## config.mk

```make
export PLATFORM = sky130hd
export DESIGN_NAME = ssp_sensor_spi_port
export DESIGN_NICKNAME = d
export VERILOG_FILES = /design/src/design/ssp_sensor_spi_port.v
export VERILOG_INCLUDE_DIRS = /design/src /design/src/include
export SDC_FILE = /design/constraint.sdc
export NUM_CORES = 1
export LEC_CHECK = 0
export BUFFER_PORTS_ARGS = -buffer_cell sky130_fd_sc_hd__buf_2
export CAP_MARGIN = 20
export CORE_MARGIN = 10
export CORE_UTILIZATION = 34
export DETAILED_ROUTE_END_ITERATION = 8
export PLACE_DENSITY = 0.56
export SYNTH_ARGS = -nofsm -noshare
export SYNTH_HDL_FRONTEND = slang
export SYNTH_SLANG_ARGS = --single-unit
```

## constraint.sdc

```tcl
create_clock -name clk -period 4.78 [get_ports clk]
set_clock_uncertainty 0.05 [all_clocks]
set_input_delay 0.239 -clock clk [delete_from_list [all_inputs] [get_ports clk]]
set_output_delay 0.239 -clock clk [all_outputs]
set_load 0.03 [all_outputs]
```

## src/include/ssp_defines.vh

```
// Constants of the sensor serial register port
`ifndef SSP_DEFINES_VH
`define SSP_DEFINES_VH
`define SSP_WORD_BITS      16
`define SSP_REG_COUNT      32
`define SSP_CNT_BITS       5
`define SSP_RW_BIT         15
`define SSP_ADDR_HI        14
`define SSP_ADDR_LO        8
`define SSP_IDX_HI         13
`define SSP_IDX_LO         9
`define SSP_BYTE_SEL       8
`define SSP_FRAME_BITS     5'h10
`define SSP_IDX_FLASHCNT   5'h00
`define SSP_IDX_BUFFX      5'h0A
`define SSP_IDX_BUFFY      5'h0B
`define SSP_IDX_BUFFZ      5'h0C
`define SSP_IDX_GLOBCMD    5'h1F
`define SSP_FLASH_UPD_BIT  4
`define SSP_BACKUP_MASK    32'h1A1FC3EF
`define SSP_WRITE_MASK     32'h1E1FE00E
`define SSP_RDONLY_MASK    32'h00001FE1
`define SSP_DEF_OUT_LO     5
`define SSP_DEF_OUT_HI     12
`define SSP_DEF_OUT        16'h8000
`define SSP_IDX_CAPTCTRL   5'h0E
`define SSP_DEF_CAPTCTRL   16'h0020
`define SSP_IDX_DIOCTRL    5'h1B
`define SSP_DEF_DIOCTRL    16'h000F
`define SSP_DEF_ZERO       16'h0000
`endif

```

## src/design/ssp_sensor_spi_port.v

```verilog
// Serial slave register port with working and flash register copies
// Summary of operation
// - Each input bit is taken from the data input on a rising serial clock.
// - Each output bit is shifted onto the data output on a falling clock.
// - The data output is driven only while chip select is low.
// - Every register is 16 bits with separate upper and lower byte addresses.
// - The output returns what an earlier input command requested.
// - A working copy governs operation and takes writes; flash backs some.
// - Backed-up registers go to flash only on global command bit 12 (0xBF10).
// - After reset flash loads into working registers before data starts.
// - Acceleration samples are stored and read back through the registers.
// - The link is clock polarity 1 phase 1, MSB first, 16-bit words.
// - A read is a request frame then a frame that returns the contents.
// - A write frame updates one byte of one register.
`timescale 1ns/1ns
`default_nettype none
`include "ssp_defines.vh"
module ssp_sensor_spi_port (
  input  wire         clk,          // System clock, 100 MHz
  input  wire         rst_n,        // Asynchronous reset, active low
  input  wire         spiSclk,      // Serial clock from master
  input  wire         spiCs_n,      // Chip select, active low
  input  wire         spiDin,       // Serial data in
  output reg          spiDout,      // Serial data out
  output reg          spiDoutOe_n,  // Output enable, low while driving
  input  wire [15:0]  sampleX,      // Processed x sample
  input  wire [15:0]  sampleY,      // Processed y sample
  input  wire [15:0]  sampleZ,      // Processed z sample
  input  wire         sampleValid,  // Pulse, samples valid
  output reg          cfgReady,     // High once configuration restored
  output wire [511:0] cfgWords      // Readable working registers, word i at i*16, zero where not readable
);
  reg        sclkS1_q, sclkS2_q, sclkS3_q;
  reg        csS1_q, csS2_q;
  reg        dinS1_q, dinS2_q;
  reg [15:0] rxShift_q;
  reg [15:0] rxShift_d;
  reg [15:0] txShift_q;
  reg [15:0] txShift_d;
  reg        spiDout_d;
  reg [4:0]  bitCnt_q;
  reg [4:0]  bitCnt_d;
  reg        restore_q;
  reg        frameDone_q;
  reg        frameDone_d;
  reg [15:0] frame_q;
  reg [15:0] frame_d;

  wire sclkRise = sclkS2_q & ~sclkS3_q;
  wire sclkFall = ~sclkS2_q & sclkS3_q;
  wire csActive = ~csS2_q;

  // Decoded command of the completed frame
  wire [4:0] cmdIdx   = frame_q[`SSP_IDX_HI:`SSP_IDX_LO];
  wire       cmdWrite = frame_q[`SSP_RW_BIT];
  wire       cmdUpper = frame_q[`SSP_BYTE_SEL];
  wire [7:0] cmdData  = frame_q[7:0];
  wire       flashCmd = frameDone_q & cmdWrite & ~restore_q &
                        (cmdIdx == `SSP_IDX_GLOBCMD) & cmdUpper &
                        cmdData[`SSP_FLASH_UPD_BIT];
  wire       wrEn     = frameDone_q & cmdWrite & ~restore_q;

  wire [31:0] bkMask = `SSP_BACKUP_MASK;
  wire [31:0] wrMask = `SSP_WRITE_MASK;
  wire [31:0] rdMask = `SSP_BACKUP_MASK | `SSP_WRITE_MASK |
                       `SSP_RDONLY_MASK;

  // Two-flop synchronisers for all pins
  always @(posedge clk or negedge rst_n) begin
    if (!rst_n) begin
      sclkS1_q <= 1'b1;
      sclkS2_q <= 1'b1;
      sclkS3_q <= 1'b1;
      csS1_q   <= 1'b1;
      csS2_q   <= 1'b1;
      dinS1_q  <= 1'b0;
      dinS2_q  <= 1'b0;
    end else begin
      sclkS1_q <= spiSclk;
      sclkS2_q <= sclkS1_q;
      sclkS3_q <= sclkS2_q;
      csS1_q   <= spiCs_n;
      csS2_q   <= csS1_q;
      dinS1_q  <= spiDin;
      dinS2_q  <= dinS1_q;
    end
  end

  // One cycle restore from flash after reset
  always @(posedge clk or negedge rst_n) begin
    if (!rst_n) begin
      restore_q <= 1'b1;
      cfgReady  <= 1'b0;
    end else begin
      restore_q <= 1'b0;
      cfgReady  <= ~restore_q;
    end
  end

  // Receive side: mode 3, MSB first, 16-bit frames
  // Deselect drops a partial frame so the next one starts aligned
  always @* begin
    rxShift_d   = rxShift_q;
    bitCnt_d    = bitCnt_q;
    frameDone_d = 1'b0;
    frame_d     = frame_q;
    if (!csActive) begin
      bitCnt_d = 5'h00;
    end else if (sclkRise) begin
      rxShift_d = {rxShift_q[14:0], dinS2_q};
      if (bitCnt_q == `SSP_FRAME_BITS - 5'h01) begin
        bitCnt_d    = 5'h00;
        frameDone_d = 1'b1;
        frame_d     = {rxShift_q[14:0], dinS2_q};
      end else begin
        bitCnt_d = bitCnt_q + 5'h01;
      end
    end
  end

  always @(posedge clk or negedge rst_n) begin
    if (!rst_n) begin
      rxShift_q   <= 16'h0000;
      bitCnt_q    <= 5'h00;
      frameDone_q <= 1'b0;
      frame_q     <= 16'h0000;
    end else begin
      rxShift_q   <= rxShift_d;
      bitCnt_q    <= bitCnt_d;
      frameDone_q <= frameDone_d;
      frame_q     <= frame_d;
    end
  end

  // Working and flash copies, one word per generate step
  genvar i;
  generate
    for (i = 0; i < `SSP_REG_COUNT; i = i + 1) begin : gReg
      localparam [15:0] DEF =
        (i >= `SSP_DEF_OUT_LO && i <= `SSP_DEF_OUT_HI) ? `SSP_DEF_OUT :
        (i == `SSP_IDX_CAPTCTRL) ? `SSP_DEF_CAPTCTRL :
        (i == `SSP_IDX_DIOCTRL)  ? `SSP_DEF_DIOCTRL  : `SSP_DEF_ZERO;
      reg [15:0] work_q;
      reg [15:0] work_d;
      reg [15:0] flash_q;
      reg [15:0] flash_d;
      wire       hit = wrEn & (cmdIdx == i) & wrMask[i];
      // Flash is nonvolatile: factory contents, no reset
      initial flash_q = DEF;
      // Flash count word records how many updates were made
      always @* begin
        flash_d = flash_q;
        if (flashCmd && bkMask[i]) begin
          if (i == `SSP_IDX_FLASHCNT)
            flash_d = work_q + 16'h0001;
          else
            flash_d = work_q;
        end
      end
      always @(posedge clk) begin
        flash_q <= flash_d;
      end
      // Restore beats everything so no write lands before data starts
      always @* begin
        work_d = work_q;
        if (restore_q) begin
          work_d = bkMask[i] ? flash_q : DEF;
        end else if (flashCmd && i == `SSP_IDX_FLASHCNT) begin
          work_d = work_q + 16'h0001;
        end else if (hit && cmdUpper) begin
          work_d[15:8] = cmdData;
        end else if (hit) begin
          work_d[7:0] = cmdData;
        end else if (sampleValid && i == `SSP_IDX_BUFFX) begin
          work_d = sampleX;
        end else if (sampleValid && i == `SSP_IDX_BUFFY) begin
          work_d = sampleY;
        end else if (sampleValid && i == `SSP_IDX_BUFFZ) begin
          work_d = sampleZ;
        end
      end
      always @(posedge clk or negedge rst_n) begin
        if (!rst_n) begin
          work_q <= DEF;
        end else begin
          work_q <= work_d;
        end
      end
      assign cfgWords[i*16 +: 16] = rdMask[i] ? work_q : 16'h0000;
    end
  endgenerate

  wire [15:0] rdWord = cfgWords[cmdIdx*16 +: 16];

  // Transmit side: reply loaded at frame end, shifted on falling edges
  // Write frames answer with zero in the following frame
  always @* begin
    txShift_d = txShift_q;
    spiDout_d = spiDout;
    if (frameDone_q) begin
      txShift_d = cmdWrite ? 16'h0000 : rdWord;
    end else if (csActive && sclkFall) begin
      spiDout_d = txShift_q[15];
      txShift_d = {txShift_q[14:0], 1'b0};
    end
  end

  always @(posedge clk or negedge rst_n) begin
    if (!rst_n) begin
      txShift_q   <= 16'h0000;
      spiDout     <= 1'b0;
      spiDoutOe_n <= 1'b1;
    end else begin
      spiDoutOe_n <= ~csActive;
      txShift_q   <= txShift_d;
      spiDout     <= spiDout_d;
    end
  end
endmodule
`default_nettype wire

```

# Word level (Yosys, flattened, before mapping)
# Index checks and enable logic that the tools add are counted.
# Widths: inputs -> output; s select.
[op_classes] bitwise_logic=27 shifts=1 n_mux=77 add_sub_neg=2 n_reduce_logical=68 n_eq_ne=32
[ops] op="$shiftx 512x10->16" n=1
[ops] op="$mux 16" n=26
[ops] op="$mux 8" n=45
[ops] op="$reduce_bool 2->1" n=34
[ops] op="$eq 5x5->1 const B" n=10
[ops] op="$reduce_and 2->1" n=17
[ops] op="$ne 2x2->1 const B" n=15
[ops] op="$and 1x1->1" n=22
[ops] op="$eq 5x4->1 const B" n=4
[ops] op="$add 16x1->16 const B" n=1
[ops] op="$logic_and 1x1->1" n=16
[ops] op="$mux 5" n=3
[ops] op="$eq 5x2->1 const B" n=2
[ops] op="$add 5x1->5 const B" n=1
[ops] op="$eq 5x1->1 const B" n=1
[ops] op="$not 1->1" n=5
[ops] op="$mux 1" n=3
[ops] op="$reduce_and 3->1" n=1
[word_totals] out_inout_bits=515 in_bits=54 wordCells=281 reg_bits=752

# Longest topological paths before layout
[depth] ltp_word=7 depth_mapped=9

# Least setup slack after synthesis
# OpenSTA, ideal clock, no wires.
[synth_path] kind="register -> register" start="register restore_q" end="register gReg[0].work_q[8]" arrival_time_ns=5.108 synth_period_minus_slack_ns=5.284 slack_ns=-0.504 required_time_ns=4.604 path_stages_with_launch=9 path_cell_list="dfstp_2 buf_2 and4b_1 buf_4 nand3_2 inv_2 nor2_2 a21o_1 a221o_1"
[synth_between] elab_chain_cells=6 elab_cells_between_ends=7 cone_classes="mux: 1; bitwise: 5; reduce/logical: 1"
[synth_rtl] item="start, declared" line="ssp_sensor_spi_port.v:43" text="reg restore_q;"
[synth_rtl] item="start signal, assigned" line="ssp_sensor_spi_port.v:92" text="restore_q <= 1'b1;"
[synth_rtl] item="start signal, assigned" line="ssp_sensor_spi_port.v:95" text="restore_q <= 1'b0;"
[synth_rtl] item="$not 1->1" line="ssp_sensor_spi_port.v:58" text="wire flashCmd = frameDone_q & cmdWrite & ~restore_q &"
[synth_rtl] item="$and 1x1->1" line="ssp_sensor_spi_port.v:58"
[synth_rtl] item="$and 1x1->1"
[synth_rtl] item="$and 1x1->1 (2 in series)" line="ssp_sensor_spi_port.v:58"
[synth_rtl] item="named net flashCmd" line="ssp_sensor_spi_port.v:58"
[synth_rtl] item="$reduce_bool 2->1 (no source line)"
[synth_rtl] item="end signal, assigned" line="ssp_sensor_spi_port.v:186" text="work_q <= work_d;"
[synth_rtl] item="end, declared" line="ssp_sensor_spi_port.v:143" text="reg [15:0] work_q;"
# The timed path passes the listed nets, and every way through them passes these cells.
# A chain may end at the register's enable or synchronous reset.

# Worst setup path in the final report
[layout_path] start="register restore_q" end="register gReg[6].flash_q[2] (enable)"
[layout_between] elab_chain_cells=5
[layout_rtl] item="$not 1->1" line="ssp_sensor_spi_port.v:58"
[layout_rtl] item="$and 1x1->1" line="ssp_sensor_spi_port.v:58"
[layout_rtl] item="$and 1x1->1"
[layout_rtl] item="$and 1x1->1 (2 in series)" line="ssp_sensor_spi_port.v:58"
[layout_rtl] item="named net flashCmd" line="ssp_sensor_spi_port.v:58"
[layout_rtl] item="end signal, assigned" line="ssp_sensor_spi_port.v:161" text="flash_q <= flash_d;"
[layout_rtl] item="end, declared" line="ssp_sensor_spi_port.v:145" text="reg [15:0] flash_q;"
# The timed path passes the listed nets, and every way through them passes these cells.

==> impl_results.md <==
* Grt ovf at 0
* Bufs on Longest Clock Path at 3
* Worst hold-check path type: input pin to async pin
* Setup TNS at 0 ns
* Routability Congestion at 0.794
* Fin nets at 3003
* Flop pwr share at 47.6%
* Sequential area share after synthesis at 62.2%
* Commonest non-fill, non-tap cell in the layout: buf_2
* H-tree Lvls at 3
* Ys Warns at 0
* Outcome: finished, final reports clean
* Peak Freq at 283 MHz
* Cts bufs inserted at 85
* Comb pwr share at 9.5%
* Synth top area share at 32.7%
* Vias at 21900
* Post-CTS Setup Bufs at 0
* Max_slew headroom at 28.6%
* Final min period at 3.54 ns
* Slowest CP cell: dfstp_4
* GRT Total Usage at 19.9%
* Synth cell types at 81
* Area of the multi-input gates at 11000 um2
* Most area-consuming cells after synthesis: dfrtp_1 33%, edfxtp_1 28%, mux2i_1 7.9%, mux2_2 5.4%, buf_4 3.3%
* DIE WIDTH at 330 um
* CTS resizes at 0
* Syn Std Cell Area at 32700 um2
* Port Buffers at 440
* Sink Count at 751
* Fin util at 40.9%
* Layout cells sized above 1 at 28.9%
* Largest net degree at the start of global routing at 186
* Int Pwr at 11.2 mW
* Initial antenna violation count at 2
* Crit end category: flip-flop
* Worst reg2reg path depth at 4
* Post-DP HPWL at 77400 um
* VDD IR max at 0.000242 V
* Switching power at 4.04 mW
* DR pass1 iterations at 5
* Storage cell area at 20400 um2
* Synth Flop Type: dfrtp_1
* CP Max Fanout at 87
* Worst Path Required at 5.02 ns
* Fillcell total at 9002
* WL final at 112000 um
* Flops & latches, synth at 751
* Initial core utilization at 34.3%
* Crit path cell chain: and4b_1, nand3_2, clkinv_8, buf_4
* Dpl ws at 1.21 ns
* DIE AREA at 109000 um2
* PD cells at 392 nW/um2
* Worst Slack Setup Final at 1.24 ns
* Part of the cycle the worst path needs at 74.0%
* Vias in the first global route at 21800
* Drt wl/cell at 26.1 um
* Number of synthesized flops with an enable pin at 304
* RSZ-0062 raised after global routing: false
* Core ar. at 95300 um2
* First-pass GRT wire length at 161000 um
* Final ANT Viol Nets at 0
* Critical path type: flip-flop to flip-flop
* Worst skew pair latency at 0.66 ns
* Area growth from synthesis to layout at 19.2%
* Avg Inst Size Synth at 13.2 um2
* Iteration-0 DRC Markers at 1824
* Data arrival, critical path at 3.78 ns
* Root Driver: clkbuf_16
* I/O pin total at 569
* Final setup viols at 0
* Yosys top cell by area: dfrtp_1
* Overall power at 15.3 mW
* Clock-pin slew on the worst setup and hold paths at 0.06 ns
* Switching fraction of total power at 26.4%
* Clk pwr share at 42.9%
* Async SR Flop Fraction at 59.5%
* DR vias/cell at 5.11
* Slew @ Worst Pin at 1.07 ns
* Slowest stage delay, CP at 0.73 ns
* Site Rows at 113
* DRC at 0
* Count of final hold-check violations at 0
* Most frequent cells in the layout: 438 x buf_2, 423 x dfrtp_1, 304 x edfxtp_1
* Die H at 330 um
* CP startpoint kind: flip-flop
* LEAKAGE at 16.1 nW
* CTS tree: yes
* MaxCap Viol Count at 0
* N_diodes at 0
* Max-slew violation count at 0
* Cell count after synthesis at 2487
## critical path: cells and delay by family (launching register included)
kind          cells  cell delay, ns
flops             1            0.73
simple gates      2            1.29
buf+inv           2            1.02
## registers in the layout, indices dropped and copies added (netlist names), 5 cells and up
signal / cells
frame_q: 15
bitCnt_q: 5
gReg.flash_q: 304
rxShift_q: 15
txShift_q: 16
gReg.work_q: 384
## cells in the mapped netlist (all sizes together) (2+ instances only)
cell type,number
dfrtp,427
edfxtp,304
mux2i,259
buf,234
o21ai,209
nand2,203
a21oi,160
mux2,157
nor2,131
clkbuf,67
mux4,33
nor3,25
a211oi,23
a22oi,22
nor2b,22
dfstp,20
o221ai,16
o22ai,15
nand3,14
nor4,12
o32ai,12
a221o,10
a21o,9
and3,9
xor2,8
a2111oi,7
a31oi,7
xnor2,7
a22o,6
inv,6
nand2b,6
nor3b,6
a221oi,5
nand4,5
nand3b,3
or2,3
a41oi,2
and2,2
and2b,2
and4b,2
ha,2
o21bai,2
## layout make-up
cell class	instances	area share (%)
Clock buffer	128	6.32
Clock inverter	29	0.818
Inverter	6	0.0899
Multi-Input combinational cell	1557	28.2
Sequential cell	751	52.2
Tap cell	1265	4.06
Timing Repair Buffer	546	8.31
## kinds of logic (layout without fill, tap and decap cells)
| kind of cell | after synthesis | count (layout) | share of synthesized area [%] |
|---|---|---|---|
| flops | 751 | 751 | 62.2 |
| buf+inv | 307 | 709 | 5.77 |
| simple gates | 451 | 451 | 6.61 |
| other cells | 1 | 129 | 0.0115 |
| compound gates | 511 | 511 | 9.33 |
| fa+ha+maj | 2 | 2 | 0.0765 |
| xor+xnor | 15 | 15 | 0.402 |
| mux | 449 | 449 | 15.6 |
## stage by stage
stage	instance area [um2]	cells	hold slack, ns
after floorplan	33200	2615	-0.107
after global placement	35700	4073	0.275
after detailed placement	35700	4073	0.274
after CTS	39000	4282	0.163
after global routing	39000	4282	0.197
final	39000	4282	0.169
## final timing paths
check | slack [ns] | startpoint | to
worst max register to register | 1.24 | restore_q | gReg[6].flash_q[2]
max in group asynchronous | 3.40 | rst_n | gReg[26].work_q[6]
worst max-delay path | 1.24 | restore_q | gReg[6].flash_q[2]
min in group clk | 0.19 | spiCs_n | csS1_q
worst min register to register | 0.30 | dinS1_q | dinS2_q
worst min-delay path | 0.17 | rst_n | gReg[11].work_q[10]
## power groups by stage
stage	registers, mW	clock network, mW	logic (mW)
after floorplan	7.63	0	0.658
after global placement	7.39	0	1.43
after detailed placement	7.39	0	1.44
after CTS	7.27	6.70	1.47
after global routing	7.31	6.95	1.56
final	7.27	6.56	1.45
## per-layer routing
layer,track usage [%],routed length (um),part of all wire [%]
met5,0,0,0
met4,6.50,3270,2.9
met3,4.87,8370,7.5
met2,32.6,54000,48
met1,25.6,46100,41
## timing repair
action | 4_1_cts | 5_1_grt
hold buffers | 52 | 0
hold endpoints to repair | 125 | 0
endpoints found under the setup margin | 0 | 0
Note: power is estimated with default switching activity, not from simulation.
